--- config.mk ---
export PLATFORM = sky130hd
export DESIGN_NAME = fsmon_top
export DESIGN_NICKNAME = d
export VERILOG_FILES = /design/src/hdl/fsmon_pkg.sv /design/src/hdl/fsmon_top.sv /design/src/hdl/fsmon_sync.sv /design/src/hdl/fsmon_refdiv.sv
export VERILOG_INCLUDE_DIRS = /design/src /design/src/hdl
export SDC_FILE = /design/constraint.sdc
export NUM_CORES = 1
export LEC_CHECK = 0
export ABC_AREA = 1
export BUFFER_PORTS_ARGS = -buffer_cell sky130_fd_sc_hd__buf_2
export CORE_MARGIN = 1
export CORE_UTILIZATION = 60
export DETAILED_ROUTE_END_ITERATION = 16
export PLACE_DENSITY = 0.88
export SLEW_MARGIN = 20
export SYNTH_ARGS = -nofsm -noshare
export SYNTH_HDL_FRONTEND = slang
export SYNTH_SLANG_ARGS = --single-unit
--- constraint.sdc ---
create_clock -name clk_sys -period 4 [get_ports clk_sys]
set_input_delay 0.2 -clock clk_sys [delete_from_list [all_inputs] [get_ports clk_sys]]
set_output_delay 0.2 -clock clk_sys [all_outputs]
set_load 0.02 [all_outputs]
--- src/hdl/fsmon_consts.svh ---
// register offsets, field positions, reset values and timing counts of the fan speed monitor
// Operation
// - mode 0 counts each rising edge of the synchronised fan pulse input.
// - mode 0 counter wraps from ffff to 0000 and keeps counting.
// - mode 1 counts slow reference clock ticks across the programmed edge count.
// - mode 1 latches the count at the last edge and sets count ready.
// - count ready with its enable set raises the interrupt.
// - count field outside high or low limit sets the limit violation flag.
// - a set limit violation flag raises the interrupt.
// - interrupt output is the OR of the limit flag and the enabled ready and toggle events.
// - reset returns every register and internal state to default.
// - one control bit selects free-running or period mode.
// - readings usable for fans from 100 to 30000 rpm.
// - edge select 00,01,10,11 means 2,3,5,9 edges.
// - mode 1 latches on reaching ffff too, then clears the counter.
// - mode 0 reads never reset the counter; the field tracks each increment.
`ifndef FSMON_CONSTS_SVH
`define FSMON_CONSTS_SVH

`define FSMON_OFF_CTRL        4'h0
`define FSMON_OFF_STAT        4'h4
`define FSMON_OFF_HIGH        4'h8
`define FSMON_OFF_LOW         4'hc

`define FSMON_CTRL_ENABLE     0
`define FSMON_CTRL_MODE       1
`define FSMON_CTRL_EDGES_LO   11
`define FSMON_CTRL_EDGES_HI   12
`define FSMON_CTRL_RDY_IE     14
`define FSMON_CTRL_TOG_IE     15
`define FSMON_CTRL_COUNT_LO   16
`define FSMON_CTRL_COUNT_HI   31

`define FSMON_STAT_LIMIT      0
`define FSMON_STAT_PIN        1
`define FSMON_STAT_TOGGLE     2
`define FSMON_STAT_READY      3

`define FSMON_HIGH_RESET      16'hffff
`define FSMON_LOW_RESET       16'h0000
`define FSMON_COUNT_MAX       16'hffff

`define FSMON_SYS_HZ          100000000
`define FSMON_REF_HZ          100000
`define FSMON_REF_DIV         (`FSMON_SYS_HZ / `FSMON_REF_HZ)

`endif

--- src/hdl/fsmon_pkg.sv ---
// types shared by the fan speed monitor files
package fsmon_pkg;

    typedef struct packed {
        logic       tog_ie;
        logic       rdy_ie;
        logic [1:0] edges;
        logic       mode_sel;
        logic       enable;
    } fsmon_ctrl_t;

    typedef struct packed {
        logic ready;
        logic toggle;
        logic limit;
    } fsmon_stat_t;

    typedef struct packed {
        logic [15:0] high;
        logic [15:0] low;
    } fsmon_limit_t;

    typedef struct packed {
        logic level;
        logic rise;
        logic fall;
    } fsmon_edge_t;

    typedef enum logic {
        FSMON_IDLE,
        FSMON_MEAS
    } fsmon_state_t;

endpackage

--- src/hdl/fsmon_top.sv ---
// fan speed monitor: pulse counter, period measurement, limits and registers
`timescale 1ns/1ps
`include "fsmon_consts.svh"
module fsmon_top #(
    parameter int REF_DIV = `FSMON_REF_DIV
) (
    input  wire logic        clk_sys,      // system clock, 100 MHz
    input  wire logic        rst,          // async reset, active high
    input  wire logic        fan_pulse_in, // fan tachometer input, asynchronous
    input  wire logic [3:0]  reg_addr,     // register byte offset
    input  wire logic        reg_wr,       // write strobe, one cycle
    input  wire logic        reg_rd,       // read strobe, one cycle
    input  wire logic [31:0] reg_wdata,    // write data
    output logic      [31:0] reg_rdata,    // read data, valid cycle after reg_rd
    output logic             fan_irq       // fan monitor interrupt, level
);
    fsmon_pkg::fsmon_ctrl_t  ctrl;
    fsmon_pkg::fsmon_ctrl_t  next_ctrl;
    fsmon_pkg::fsmon_stat_t  stat;
    fsmon_pkg::fsmon_stat_t  next_stat;
    fsmon_pkg::fsmon_limit_t lim;
    fsmon_pkg::fsmon_limit_t next_lim;
    fsmon_pkg::fsmon_edge_t  pin;
    fsmon_pkg::fsmon_state_t state;
    fsmon_pkg::fsmon_state_t next_state;

    logic [15:0] counter;
    logic [15:0] next_counter;
    logic [15:0] count_field;
    logic [15:0] next_count_field;
    logic [3:0]  edges_seen;
    logic [3:0]  next_edges_seen;
    logic        last_mode;
    logic        next_last_mode;
    logic [31:0] next_rdata;
    logic        ref_tick;
    logic        any_edge;
    logic        period_run;
    logic        latch_evt;
    logic        toggle_evt;
    logic        out_of_range;
    logic        wr_ctrl;
    logic        wr_stat;
    logic        wr_high;
    logic        wr_low;
    logic [3:0]  target;

    function automatic logic [3:0] edge_target(input logic [1:0] sel);
        logic [3:0] n;
        n = 4'h2;
        case (sel)
            2'b00:   n = 4'h2;
            2'b01:   n = 4'h3;
            2'b10:   n = 4'h5;
            2'b11:   n = 4'h9;
            default: n = 4'h2;
        endcase
        return n;
    endfunction

    fsmon_sync #(
        .STAGES   (2)
    ) u_sync (
        .clk_sys  (clk_sys),
        .rst      (rst),
        .async_in (fan_pulse_in),
        .edge_out (pin)
    );

    assign period_run = ctrl.enable & ctrl.mode_sel & (state == fsmon_pkg::FSMON_MEAS);

    fsmon_refdiv #(
        .DIV      (REF_DIV)
    ) u_refdiv (
        .clk_sys  (clk_sys),
        .rst      (rst),
        .run      (period_run),
        .tick     (ref_tick)
    );

    assign any_edge = pin.rise | pin.fall;
    assign target   = edge_target(ctrl.edges);

    assign wr_ctrl = reg_wr & (reg_addr == `FSMON_OFF_CTRL);
    assign wr_stat = reg_wr & (reg_addr == `FSMON_OFF_STAT);
    assign wr_high = reg_wr & (reg_addr == `FSMON_OFF_HIGH);
    assign wr_low  = reg_wr & (reg_addr == `FSMON_OFF_LOW);

    // control and limit registers
    always_comb
    begin
        next_ctrl = ctrl;
        next_lim  = lim;
        if (wr_ctrl)
        begin
            next_ctrl.enable   = reg_wdata[`FSMON_CTRL_ENABLE];
            next_ctrl.mode_sel = reg_wdata[`FSMON_CTRL_MODE];
            next_ctrl.edges    = reg_wdata[`FSMON_CTRL_EDGES_HI:`FSMON_CTRL_EDGES_LO];
            next_ctrl.rdy_ie   = reg_wdata[`FSMON_CTRL_RDY_IE];
            next_ctrl.tog_ie   = reg_wdata[`FSMON_CTRL_TOG_IE];
        end
        if (wr_high)
        begin
            next_lim.high = reg_wdata[15:0];
        end
        if (wr_low)
        begin
            next_lim.low = reg_wdata[15:0];
        end
    end

    always_ff @(posedge clk_sys or posedge rst)
    begin
        if (rst)
        begin
            ctrl     <= '0;
            lim.high <= `FSMON_HIGH_RESET;
            lim.low  <= `FSMON_LOW_RESET;
        end
        else
        begin
            ctrl <= next_ctrl;
            lim  <= next_lim;
        end
    end

    // measurement: counter, edge tally and the readable field
    always_comb
    begin
        next_state       = state;
        next_counter     = counter;
        next_count_field = count_field;
        next_edges_seen  = edges_seen;
        next_last_mode   = ctrl.mode_sel;
        latch_evt        = 1'b0;
        if (!ctrl.enable || (last_mode != ctrl.mode_sel))
        begin
            // a mode switch or disable drops any half-done interval
            next_state      = fsmon_pkg::FSMON_IDLE;
            next_counter    = '0;
            next_edges_seen = '0;
        end
        else if (!ctrl.mode_sel)
        begin
            next_state = fsmon_pkg::FSMON_IDLE;
            if (pin.rise)
            begin
                next_counter     = counter + 16'h0001;
                next_count_field = counter + 16'h0001;
            end
        end
        else
        begin
            case (state)
                fsmon_pkg::FSMON_IDLE:
                begin
                    if (any_edge)
                    begin
                        next_state      = fsmon_pkg::FSMON_MEAS;
                        next_counter    = '0;
                        next_edges_seen = 4'h1;
                    end
                end
                fsmon_pkg::FSMON_MEAS:
                begin
                    if (any_edge && ((edges_seen + 4'h1) == target))
                    begin
                        // closing edge also opens the next interval; a tick in
                        // this cycle belongs to the closing interval, not lost
                        next_count_field = counter + {15'h0000, ref_tick};
                        latch_evt        = 1'b1;
                        next_counter     = '0;
                        next_edges_seen  = 4'h1;
                    end
                    else if (ref_tick && (counter == `FSMON_COUNT_MAX - 16'h0001))
                    begin
                        // stalled fan: report ffff and wait for a fresh edge
                        next_count_field = `FSMON_COUNT_MAX;
                        latch_evt        = 1'b1;
                        next_counter     = '0;
                        next_edges_seen  = '0;
                        next_state       = fsmon_pkg::FSMON_IDLE;
                    end
                    else
                    begin
                        if (ref_tick)
                        begin
                            next_counter = counter + 16'h0001;
                        end
                        if (any_edge)
                        begin
                            next_edges_seen = edges_seen + 4'h1;
                        end
                    end
                end
                default:
                begin
                    next_state = fsmon_pkg::FSMON_IDLE;
                end
            endcase
        end
    end

    always_ff @(posedge clk_sys or posedge rst)
    begin
        if (rst)
        begin
            state       <= fsmon_pkg::FSMON_IDLE;
            counter     <= '0;
            count_field <= '0;
            edges_seen  <= '0;
            last_mode   <= 1'b0;
        end
        else
        begin
            state       <= next_state;
            counter     <= next_counter;
            count_field <= next_count_field;
            edges_seen  <= next_edges_seen;
            last_mode   <= next_last_mode;
        end
    end

    // 16-bit count at 100 kHz spans 100 to 30000 rpm with 2..9 edges
    assign out_of_range = (count_field > lim.high) || (count_field < lim.low);
    assign toggle_evt   = ctrl.enable & any_edge;

    // sticky status, write one to clear; a new event beats the clear
    always_comb
    begin
        next_stat = stat;
        if (wr_stat)
        begin
            if (reg_wdata[`FSMON_STAT_LIMIT])
            begin
                next_stat.limit = 1'b0;
            end
            if (reg_wdata[`FSMON_STAT_TOGGLE])
            begin
                next_stat.toggle = 1'b0;
            end
            if (reg_wdata[`FSMON_STAT_READY])
            begin
                next_stat.ready = 1'b0;
            end
        end
        if (out_of_range)
        begin
            next_stat.limit = 1'b1;
        end
        if (toggle_evt)
        begin
            next_stat.toggle = 1'b1;
        end
        if (latch_evt)
        begin
            next_stat.ready = 1'b1;
        end
    end

    always_ff @(posedge clk_sys or posedge rst)
    begin
        if (rst)
        begin
            stat <= '0;
        end
        else
        begin
            stat <= next_stat;
        end
    end

    // limit flag has no enable of its own, so mode 0 needs limits opened wide
    always_comb
    begin
        fan_irq = stat.limit
                | (stat.ready & ctrl.rdy_ie)
                | (stat.toggle & ctrl.tog_ie);
    end

    // read port; unmapped offsets read as zero
    always_comb
    begin
        next_rdata = reg_rdata;
        if (reg_rd)
        begin
            next_rdata = 32'h0000_0000;
            case (reg_addr)
                `FSMON_OFF_CTRL:
                begin
                    next_rdata[`FSMON_CTRL_COUNT_HI:`FSMON_CTRL_COUNT_LO] = count_field;
                    next_rdata[`FSMON_CTRL_TOG_IE] = ctrl.tog_ie;
                    next_rdata[`FSMON_CTRL_RDY_IE] = ctrl.rdy_ie;
                    next_rdata[`FSMON_CTRL_EDGES_HI:`FSMON_CTRL_EDGES_LO] = ctrl.edges;
                    next_rdata[`FSMON_CTRL_MODE]   = ctrl.mode_sel;
                    next_rdata[`FSMON_CTRL_ENABLE] = ctrl.enable;
                end
                `FSMON_OFF_STAT:
                begin
                    next_rdata[`FSMON_STAT_LIMIT]  = stat.limit;
                    next_rdata[`FSMON_STAT_PIN]    = pin.level;
                    next_rdata[`FSMON_STAT_TOGGLE] = stat.toggle;
                    next_rdata[`FSMON_STAT_READY]  = stat.ready;
                end
                `FSMON_OFF_HIGH:
                begin
                    next_rdata[15:0] = lim.high;
                end
                `FSMON_OFF_LOW:
                begin
                    next_rdata[15:0] = lim.low;
                end
                default:
                begin
                    next_rdata = 32'h0000_0000;
                end
            endcase
        end
    end

    always_ff @(posedge clk_sys or posedge rst)
    begin
        if (rst)
        begin
            reg_rdata <= 32'h0000_0000;
        end
        else
        begin
            reg_rdata <= next_rdata;
        end
    end
endmodule

--- src/hdl/fsmon_sync.sv ---
// two-flop synchroniser and edge detector for the fan pulse input
`timescale 1ns/1ps
module fsmon_sync #(
    parameter int STAGES = 2
) (
    input  wire logic                 clk_sys,  // system clock
    input  wire logic                 rst,      // async reset, active high
    input  wire logic                 async_in, // raw pin
    output fsmon_pkg::fsmon_edge_t    edge_out  // level and one-cycle edge pulses
);
    logic [STAGES-1:0] chain;
    logic [STAGES-1:0] next_chain;
    logic              last;
    logic              next_last;

    // only the final stage is looked at; first stage may be metastable
    always_comb
    begin
        next_chain = {chain[STAGES-2:0], async_in};
        next_last  = chain[STAGES-1];
    end

    always_ff @(posedge clk_sys or posedge rst)
    begin
        if (rst)
        begin
            chain <= '0;
            last  <= 1'b0;
        end
        else
        begin
            chain <= next_chain;
            last  <= next_last;
        end
    end

    // one driver for the whole struct: level, rise, fall
    assign edge_out = {chain[STAGES-1], chain[STAGES-1] & ~last, ~chain[STAGES-1] & last};
endmodule

--- src/hdl/fsmon_refdiv.sv ---
// divider giving the slow reference tick as a one-cycle enable
`timescale 1ns/1ps
module fsmon_refdiv #(
    parameter int DIV = 1000
) (
    input  wire logic clk_sys, // system clock
    input  wire logic rst,     // async reset, active high
    input  wire logic run,     // divider runs while high
    output logic      tick     // one-cycle pulse at the reference rate
);
    localparam int CW = $clog2(DIV);

    logic [CW-1:0] cnt;
    logic [CW-1:0] next_cnt;
    logic          next_tick;

    // restart on run so the first tick of an interval is a full period
    always_comb
    begin
        next_cnt  = cnt;
        next_tick = 1'b0;
        if (!run)
        begin
            next_cnt = '0;
        end
        else if (cnt == CW'(DIV - 1))
        begin
            next_cnt  = '0;
            next_tick = 1'b1;
        end
        else
        begin
            next_cnt = cnt + CW'(1);
        end
    end

    always_ff @(posedge clk_sys or posedge rst)
    begin
        if (rst)
        begin
            cnt  <= '0;
            tick <= 1'b0;
        end
        else
        begin
            cnt  <= next_cnt;
            tick <= next_tick;
        end
    end
endmodule

Word level (Yosys, flattened, before mapping)
Index checks and enable logic that the tools add are counted.
Word-level totals
  bits in registers: 125
  input bits: 41
  logic and storage cells: 131
Cells by class
  add/subtract/negate cells: 4
  magnitude comparators: 2
  equal/unequal tests: 16
  mux-type cells: 49
  bitwise gates (word level): 18
  reductions and logical operators: 22
Operators by type and width (count)
  $mux W16: 12
  $pmux W16 S2: 1
  $mux W4: 6
  $mux W10: 2
  $mux W1: 18
  $pmux W2 S3: 3
  $add A16 B1 Y16: 1
  $add A16 B1 Y16 const B: 1
  $eq A16 B16 Y1 const B: 1
  $gt A16 B16 Y1: 1
  $lt A16 B16 Y1: 1
  $pmux W4 S4: 1
  $reduce_bool A2 Y1: 8
  $pmux W7 S2: 1
  $and A1 B1 Y1: 11
  $add A10 B1 Y10 const B: 1
  $eq A10 B10 Y1 const B: 1
  $eq A4 B4 Y1 const B: 2
  $pmux W2 S4: 1
  $pmux W4 S2: 1
  $ne A6 B2 Y1 const B: 1
  $reduce_and A2 Y1: 3
  $reduce_and A3 Y1: 2
  $ne A5 B1 Y1 const B: 1
  other kinds (21): 30

Depth between registers and ports, before layout
Gate-level depths: netlist of run 1.
  depth after elaboration: 10
  mapped depth: 14

By module
Synthesis of run 1 repeated with hierarchy kept, for this count alone.
Second synthesis, totals
  cells, all modules: 909
  area total of the unflattened synthesis: 7236.9 um2
By module, submodules not included
  fsmon_top: instances 1, cells an instance 833, area an instance 6572.6 um2
  fsmon_refdiv: instances 1, cells an instance 67, area an instance 563.0 um2
  fsmon_sync: instances 1, cells an instance 9, area an instance 101.3 um2

Worst setup path before layout of run 1
Ideal clock, no wire load.
  path type: register to register
  start point: register edges_seen[0]
  end point: register counter[6]
  arrival time: 1624 ps
  required time: 3879 ps
  setup slack: 2255 ps
  stages on the path, launching flop included: 11
  path buffers: 1
  clock period less this slack: 1745 ps
  cells stage by stage: dfrtp_1 > ha_1 > nand2_1 > nand3_1 > nor2_1 > nand3_2 > nand3_1 > nand2_2 > buf_4 > nand2_1 > o21ai_1
Between the ends
  cells in the longest elaborated chain, start to end: 7
  elaborated cells between the ends (all ways): 9
Ends and longest elaborated chain
  start, declared: line fsmon_top.sv:31  | logic [3:0] edges_seen;
  start signal, assigned: line fsmon_top.sv:219  | edges_seen <= next_edges_seen;
  $add A4 B1 Y4 *: line fsmon_top.sv:166  | if (any_edge && ((edges_seen + 4'h1) == target))
  $eq A4 B4 Y1 *: line fsmon_top.sv:166
  $logic_and A1 B1 Y1 *: line fsmon_top.sv:166
  $mux W16: line fsmon_top.sv:166
  $pmux W16 S2: line fsmon_top.sv:154  | case (state)
  $mux W16: line fsmon_top.sv:143  | else if (!ctrl.mode_sel)
  $mux W16: line fsmon_top.sv:136  | if (!ctrl.enable || (last_mode != ctrl.mode_sel))
  end signal, assigned: line fsmon_top.sv:217  | counter <= next_counter;
  end, declared: line fsmon_top.sv:27  | logic [15:0] counter;
Mark *: on every way between the ends. The rest lies on a longest branch, timed or not.
A chain may end at the register's enable or synchronous reset.

Worst setup path after layout of run 1
  start point: register edges_seen[0]
  end point: register counter[5]
The elaborated chain is that of the path after synthesis.

==> results summary, run 1 <==
The clock sink count came out at 125. The terminus of the critical flop-to-flop path is counter[5]. Detailed placement ended at an HPWL of 12000 microns.

The initial core utilization came out at 0.614. Post-CTS timing repair inserted 0 buffers for setup. At the end of routability-driven placement, the weighted congestion stood at 0.943. In this run the critical register-to-register path is launched from edges_seen[0]. The most common flop cell mapped by yosys is dfrtp_1. The worst setup slack before clock tree synthesis is 1.46 ns.

The fraction of layout instances using a drive strength above 1 is 0.146. The highest fanout seen on the critical path came out at 32. In the routed layout, each cell is associated on average with a via count of 5.59. The type of origin of the critical path is a flip-flop. The sequential element share of the synthesized area is 0.427. The final routed wirelength across all metal layers came out at 17700 microns. The CTS tree is done.

The total track usage came out at 0.301. The slew at the pin closest to its max-slew limit is 1.01 ns. The endpoint arrival time on the critical path is 2.70 ns.

For hold timing, the worst endpoint is lim[26]. The accumulated negative setup slack is 0 ns. Fill cells in the final layout number 925. For flop-to-flop paths, the worst setup slack is 1.58 ns. The maximum clock rate is 0.414 GHz.

The post-route DRC violation count came out at 0. The total of flip-flops plus latches after synthesis is 125. The cell sitting at the root of the clock tree is a clkbuf_16. In this run the horizontal extent of the chip is 113 microns.

The count of endpoints failing hold in the final timing report came out at 0. The final clock period utilization by the worst path is 0.604. The number of distinct library cells after synthesis came out at 44. The count of final max-slew check failures is 0. The synthesized netlist cell count came out at 960. The overall die height came out at 113 microns. The internal power of the cells totals 3.02 mW. The worst hold path belongs to the class in2reg. Compared with the post-synthesis result, the final layout area differs by 13.0%. The synthesized design contains 0 enable-type register cells. The maximum buffer depth of the clock tree is 2. During synthesis, Yosys emitted a total of 0 warnings.

The most common library cell in the layout ignoring fill and taps is nand2_1. The share of total power dissipated in the clock network is 0.380. Of the total power, combinational logic draws 0.240. The number of H-tree levels came out at 4. The net switching component of the power came out at 1.47 mW. The mean area per synthesized cell is 7.68 sq um. The number of inserted diodes came out at 0.

The largest net degree at the start of global routing came out at 73. The post-layout worst setup margin came out at 1.58 ns. The final number of setup-violating endpoints came out at 0. In the final routed layout, each cell accounts on average for 15.2 microns.

Setup repair after global routing left no endpoint under its margin. The final global-route overflow total is 0. The first routing iteration left 713 violations. In this run the worst setup path begins at edges_seen[0]. Counting instances, the worst hold path has a depth of 3. The clock buffer count from CTS is 17. The synthesized net count came out at 1039. The net count of the finished layout is 1084. The clock edge transition at the registers on the reported setup and hold paths came out at 0.05 ns.

The time the final worst path needs with I/O delays and setup came out at 2.42 ns. The run finished with clean final reports. The largest voltage drop on the vdd net came out at 0.000274 V. The clock insertion delay at the later pin of the skew report is 0.43 ns. The worst clock skew on the final layout came out at 0.0122 ns. The overall die area is 12700 sq um. The initial antenna violation count is 0. Leaving out fill and tap cells, the most frequent cells in the layout are nand2_1, inv_1, dfrtp_1. The number of optimization iterations in the first detailed-route pass came out at 5. The total I/O pin count is 74. The number of cell instances on the worst register-to-register path is 11. The overall via count from detail_route came out at 6518.

The worst hold path begins at reg_wdata[10]. The antenna violation net count after detailed routing is 0. The core footprint is 12000 sq um. For the worst setup path, the data required time is 4.29 ns. The relative max-transition margin came out at 0.326. The via count of the first global-routing pass is 6251.

The total standard cell area after synthesis came out at 7370 sq um. The classification of the worst setup path is reg2reg. The wire length of the first global-routing pass came out at 29700 microns. The tool flagged a number of max-cap violations equal to 0. The critical path endpoint category is a flip-flop. The fraction of registers with async set/reset came out at 1.00. The leakage power total is 4.01 nW. Of the total power, the share spent switching nets is 0.327. The row count came out at 40. The count of port buffers added during placement came out at 57. The ratio of total power to cell area is 539 nW/um^2.

Of the total power, registers draw 0.380.
power groups by stage:
stage	Sequential (mW)	Combinational [mW]	Clock [mW]
3_5_place_dp	1.72	1.01	0
2_1_floorplan	1.64	0.796	0
3_3_place_gp	1.71	0.965	0
5_1_grt	1.72	1.24	1.78
6_report	1.71	1.08	1.71
4_1_cts	1.70	1.07	1.72
kinds of logic after synthesis:
family          after synthesis  share of synthesized area
buf+inv                     163                     0.0933
fa+ha+maj                    38                     0.0645
xor+xnor                     21                     0.0249
flops                       125                      0.427
compound gates              133                     0.0996
simple gates                476                      0.285
mux                           4                    0.00611
how the worst max path moves through the flow:
stage / end / slack [ns]
floorplan: count_field[0] / 0.50
detailed placement: lim[21] / 1.46
CTS: counter[5] / 1.61
finish: counter[5] / 1.58
global placement: counter[6] / 1.67
global route: counter[5] / 1.30
worst max-delay path, cell delays in order (launching register included):
cell and delay, ns:
dfrtp_1 0.45, ha_1 0.24, inv_1 0.05, nand2_1 0.05, nand3_1 0.11, nand2_1 0.06, nand2_1 0.35, nand3_2 0.23
nand3_1 0.14, nand2_2 0.33, nand2_1 0.17, o21ai_1 0.08
per-stage QoR:
stage	util	area (sq um)	hold WS [ns]	power (mW)	instances
floorplan	-	7370	0.231	2.44	960
global placement	0.637	7660	0.309	2.67	1131
detailed placement	0.637	7660	0.310	2.73	1131
CTS	0.694	8340	0.0114	4.49	1165
global route	0.694	8340	0.0347	4.74	1165
finish	0.694	8340	0.0238	4.49	1165
layout make-up:
cell class,count,area (sq um),share of cell area
clock buffers,22,474,0.0569
clock inverters,10,185,0.0222
inverters,127,479,0.0575
multi-input cells,672,3540,0.424
flip-flops and latches,125,3150,0.378
well taps,147,184,0.0221
repair buffers,62,328,0.0393
sequential cells by signal, indices dropped and copies added (netlist names), 2 cells and up:
| signal | count |
|---|---|
| u_sync.chain | 2 |
| counter | 16 |
| reg_rdata | 32 |
| stat | 3 |
| edges_seen | 4 |
| ctrl | 5 |
| u_refdiv.cnt | 10 |
| lim | 32 |
| count_field | 16 |
what timing repair did:
item | CTS | global route
gates resized for setup | 0 | 0
hold buffers | 2 | 0
hold endpoints to repair | 12 | 0
metal layers:
layer  wire length, microns  track usage
met5                      0            0
met4                    592        0.146
met3                   1050       0.0611
met2                   8510        0.494
met1                   7560        0.383
synth_stat cells (2+ instances only):
master | instances | area [sq um]
nand2_1 | 272 | 1020
inv_1 | 121 | 454
dfrtp_1 | 109 | 2730
o21ai_0 | 77 | 385
nand3_1 | 72 | 360
nor2_1 | 69 | 259
ha_1 | 38 | 475
o21ai_1 | 17 | 85.1
a21oi_1 | 16 | 80.1
clkbuf_1 | 16 | 60.1
dfstp_2 | 16 | 420
nand4_1 | 15 | 93.8
xor2_1 | 15 | 131
nand2_2 | 13 | 81.3
a31oi_1 | 9 | 56.3
buf_2 | 7 | 35.0
buf_4 | 6 | 45.0
buf_6 | 6 | 67.6
nor3_1 | 6 | 30.0
o221ai_1 | 6 | 52.6
xnor2_1 | 6 | 52.6
nor2_4 | 5 | 56.3
inv_2 | 4 | 15.0
mux2_2 | 4 | 45.0
nand3_2 | 4 | 40.0
nor2_2 | 3 | 18.8
or2_1 | 3 | 18.8
or2_2 | 3 | 18.8
clkinv_1 | 2 | 7.51
nand2_4 | 2 | 22.5
nor3b_1 | 2 | 15.0
nor4_1 | 2 | 12.5
o2111ai_1 | 2 | 17.5
o21a_1 | 2 | 15.0
Note: power is estimated with default switching activity, not from simulation.
==> inputs of run 2 (changes only) <==
CORE_UTILIZATION = 54   (was 60)
PLACE_DENSITY = 0.84   (was 0.88)
clock period = 2.2 ns   (was 4 ns; I/O delays follow)
==> run 2 against run 1 <==
  * Core utilization shrank 4.8 points
  * Worst hold slack got worse by 0.015 ns
  * Sequential share of layout area is 1.1 points lower
  * Flip-flop and latch count unchanged
  * Register-to-register slack worse by 1.4 ns
  * Clock power increased by 69%
  * Global-route usage shrank 3.0 points
  * Largest cell class unchanged
==> results summary, run 2 (synthesis gave the netlist of run 1 again) <==
The via count of the first global-routing pass came out at 6269 (was 6251). The initial antenna violation count is 0 (unchanged). The worst clock skew on the final layout came out at 0.00780 ns (was 0.0122 ns). The worst path required time is 2.51 ns (was 4.29 ns). The worst hold path stage count is 3 (unchanged). The row count was 42 (was 40). The combined flip-flop and latch cell area came out at 3150 sq um (unchanged).

The clock insertion delay at the later pin of the skew report came out at 0.42 ns (was 0.43 ns). The endpoint arrival time on the critical path is 2.29 ns (was 2.70 ns). The initial detailed-routing violation count is 550 (was 713).

The ratio of total power to cell area is 928 nW/um^2 (was 539 nW/um^2). The count of endpoints failing hold in the final timing report came out at 0 (unchanged). The core footprint came out at 13300 sq um (was 12000 sq um). The root buffer cell was clkbuf_16 (unchanged). The post-detailed-route via-to-cell ratio came out at 5.36 (was 5.59). The total I/O pin count came to 74 (unchanged).

The flop-to-flop setup slack is 0.21 ns (was 1.58 ns). The number of cells on the critical path came out at 13 (was 11). The leakage power total was 4.11 nW (was 4.01 nW). Run status: finished clean (unchanged). The clock edge transition at the registers on the reported setup and hold paths is 0.06 ns (was 0.05 ns). The time the final worst path needs with I/O delays and setup came out at 1.99 ns (was 2.42 ns). The number of H-tree levels came out at 4 (unchanged). The critical path endpoint category is a flip-flop (unchanged). The beginning of the worst register-to-register path is counter[0] (was edges_seen[0]).

The highest fanout seen on the critical path is 5 (was 32). The accumulated negative setup slack came to 0 ns (unchanged). The most common library cell in the layout ignoring fill and taps is nand2_1 (unchanged). The overall die area came out at 14100 sq um (was 12700 sq um). The count of final max-slew check failures is 0 (unchanged). The half-perimeter wire length after detailed placement came out at 12400 microns (was 12000 microns). The type of origin of the critical path is a flip-flop (unchanged). RSZ-0062 raised after global routing: no (unchanged). The CTS tree is done (unchanged). The class of the tightest hold or removal check is in2reg (unchanged). The total of max-cap violations is 0 (unchanged).

Cells traversed along the worst timing path: ha_1, ha_1, nand3_1, nor2_2, nand2_1, nand2_1, nand2_1, inv_1, nand2_1, nand2_1, nand2_1, nand3_1, nand2_1 (was ha_1, inv_1, nand2_1, nand3_1, nand2_1, nand2_1, nand3_2, nand3_1, nand2_2, nand2_1, o21ai_1). The final clock period utilization by the worst path is 0.904 (was 0.604). The placer's final routability congestion estimate came to 0.897 (was 0.943).

The initial core utilization came out at 0.555 (was 0.614). The cell area after layout came out at 8590 sq um (was 8340 sq um). The final global-route overflow total came out at 0 (unchanged). The width of the die came out at 119 microns (was 113 microns). The worst hold endpoint is lim[17] (was lim[26]). The total cell area at the placement stage is 7800 sq um (was 7660 sq um). The number of cell instances on the worst register-to-register path was 13 (was 11).

The relative max-transition margin came out at 0.635 (was 0.326). The count of port buffers added during placement came to 57 (unchanged). The total track usage was 0.271 (was 0.301). The maximum buffer depth of the clock tree came out at 2 (unchanged). The cell with the largest stage delay on the worst path was dfrtp_1 (unchanged).

Most frequent cells in the layout: nand2_1, inv_1, dfrtp_1 (unchanged). The overall via count from detail_route is 6536 (was 6518). The slew at the pin closest to its max-slew limit came out at 0.546 ns (was 1.01 ns). The clock sink count is 125 (unchanged). The area taken by multi-input logic gates came out at 3550 sq um (was 3540 sq um). The number of optimization iterations in the first detailed-route pass is 5 (unchanged). The final number of setup-violating endpoints was 0 (unchanged). The antenna violation net count after detailed routing was 0 (unchanged). The largest voltage drop on the vdd net came to 0.000517 V (was 0.000274 V). The average wire length per cell after detail routing is 14.8 microns (was 15.2 microns). The category of cells accounting for the largest share of critical-path delay was simple AND/OR/NAND/NOR gates (unchanged). The post-route DRC violation count came out at 0 (unchanged). The clock buffer count from CTS is 17 (unchanged).

The most prevalent standard cell on the critical path is nand2_1 (unchanged). Largest registers: lim x32, reg_rdata x32 (unchanged). The buffers plus inverters on the worst setup path is 1 (unchanged). The buffer count from post-CTS setup fixing was 0 (unchanged). The final net count came out at 1109 (was 1084). The classification of the worst setup path is reg2reg (unchanged). The relative area change from synthesis to final layout is 16.4% (was 13.0%).

The maximum clock rate is 0.503 GHz (was 0.414 GHz). The count of filler cells inserted in the layout came out at 1111 (was 925). The largest net degree at the start of global routing came out at 84 (was 73). The wire length of the first global-routing pass came out at 30200 microns (was 29700 microns). The overall die height came to 119 microns (was 113 microns). The terminus of the critical flop-to-flop path is count_field[10] (was counter[5]). The number of inserted diodes came out at 0 (unchanged). The critical hold path startpoint is reg_wdata[1] (was reg_wdata[10]). The final routed wirelength across all metal layers is 18100 microns (was 17700 microns). The largest stage delay on the critical path came out at 0.45 ns (about the same).

The fraction of layout instances using a drive strength above 1 came to 0.154 (was 0.146).
==> run 2: cell count changes in the layout (fill, tap and decap cells not counted), sizes merged <==
cell,change
dlygate4sd3,+14
buf,+11
bufinv,-2
clkinvlp,+2
==> run 2: cell type report <==
type	count	area share
Tap cell	176	0.0256
Clock inverter	10	0.0160
Inverter	127	0.0560
Clock buffer	22	0.0552
Timing Repair Buffer	87	0.0670
Sequential cell	125	0.367
Multi-Input combinational cell	672	0.413
==> run 2: power by group <==
part	leakage [nW]	switching, mW	internal (mW)
sequential	1.61	0.409	2.68
combinational	2.20	1.24	0.750
clock	0.296	1.02	1.87
total	4.11	2.67	5.30
==> run 2: metrics by stage <==
stage	util	power, mW	hold slack, ns	setup WS (ns)	instances
3_3_place_gp	0.587	4.90	0.175	0.180	1171
6_report	0.646	7.97	0.00887	0.212	1219
4_1_cts	0.645	7.97	0.000584	0.105	1219
5_1_grt	0.646	8.42	0.0404	0.0123	1219
2_1_floorplan	-	4.44	0.141	0.455	960
3_5_place_dp	0.587	4.99	0.179	0.127	1171
==> run 2: worst min-delay path: stages <==
cell     delay, ns
buf_2         0.10
inv_1         0.11
o21ai_0       0.10
==> run 2: repair_timing <==
item | 4_1_cts | 5_1_grt
hold buffers | 16 | 0
endpoints found under the setup margin | 0 | 19
gates resized for setup | 0 | 3
endpoints found under the hold margin | 37 | 0
==> run 2: metal layers <==
| metal | up-vias | GRT usage | part of all wire |
|---|---|---|---|
| li1 | 3227 | - | - |
| met1 | 3060 | 0.349 | 0.43 |
| met2 | 208 | 0.441 | 0.48 |
| met3 | 41 | 0.0580 | 0.053 |
| met4 | 0 | 0.115 | 0.030 |
| met5 | - | 0 | 0 |
==> run 2: worst max path at each step <==
stage	from	to	slack, ns
after global routing	u_sync.chain[1]	count_field[4]	0.01
after global placement	edges_seen[1]	counter[5]	0.18
after floorplan	edges_seen[0]	counter[6]	0.45
after detailed placement	edges_seen[1]	counter[2]	0.13
after CTS	edges_seen[1]	counter[2]	0.11
final	counter[0]	count_field[10]	0.21
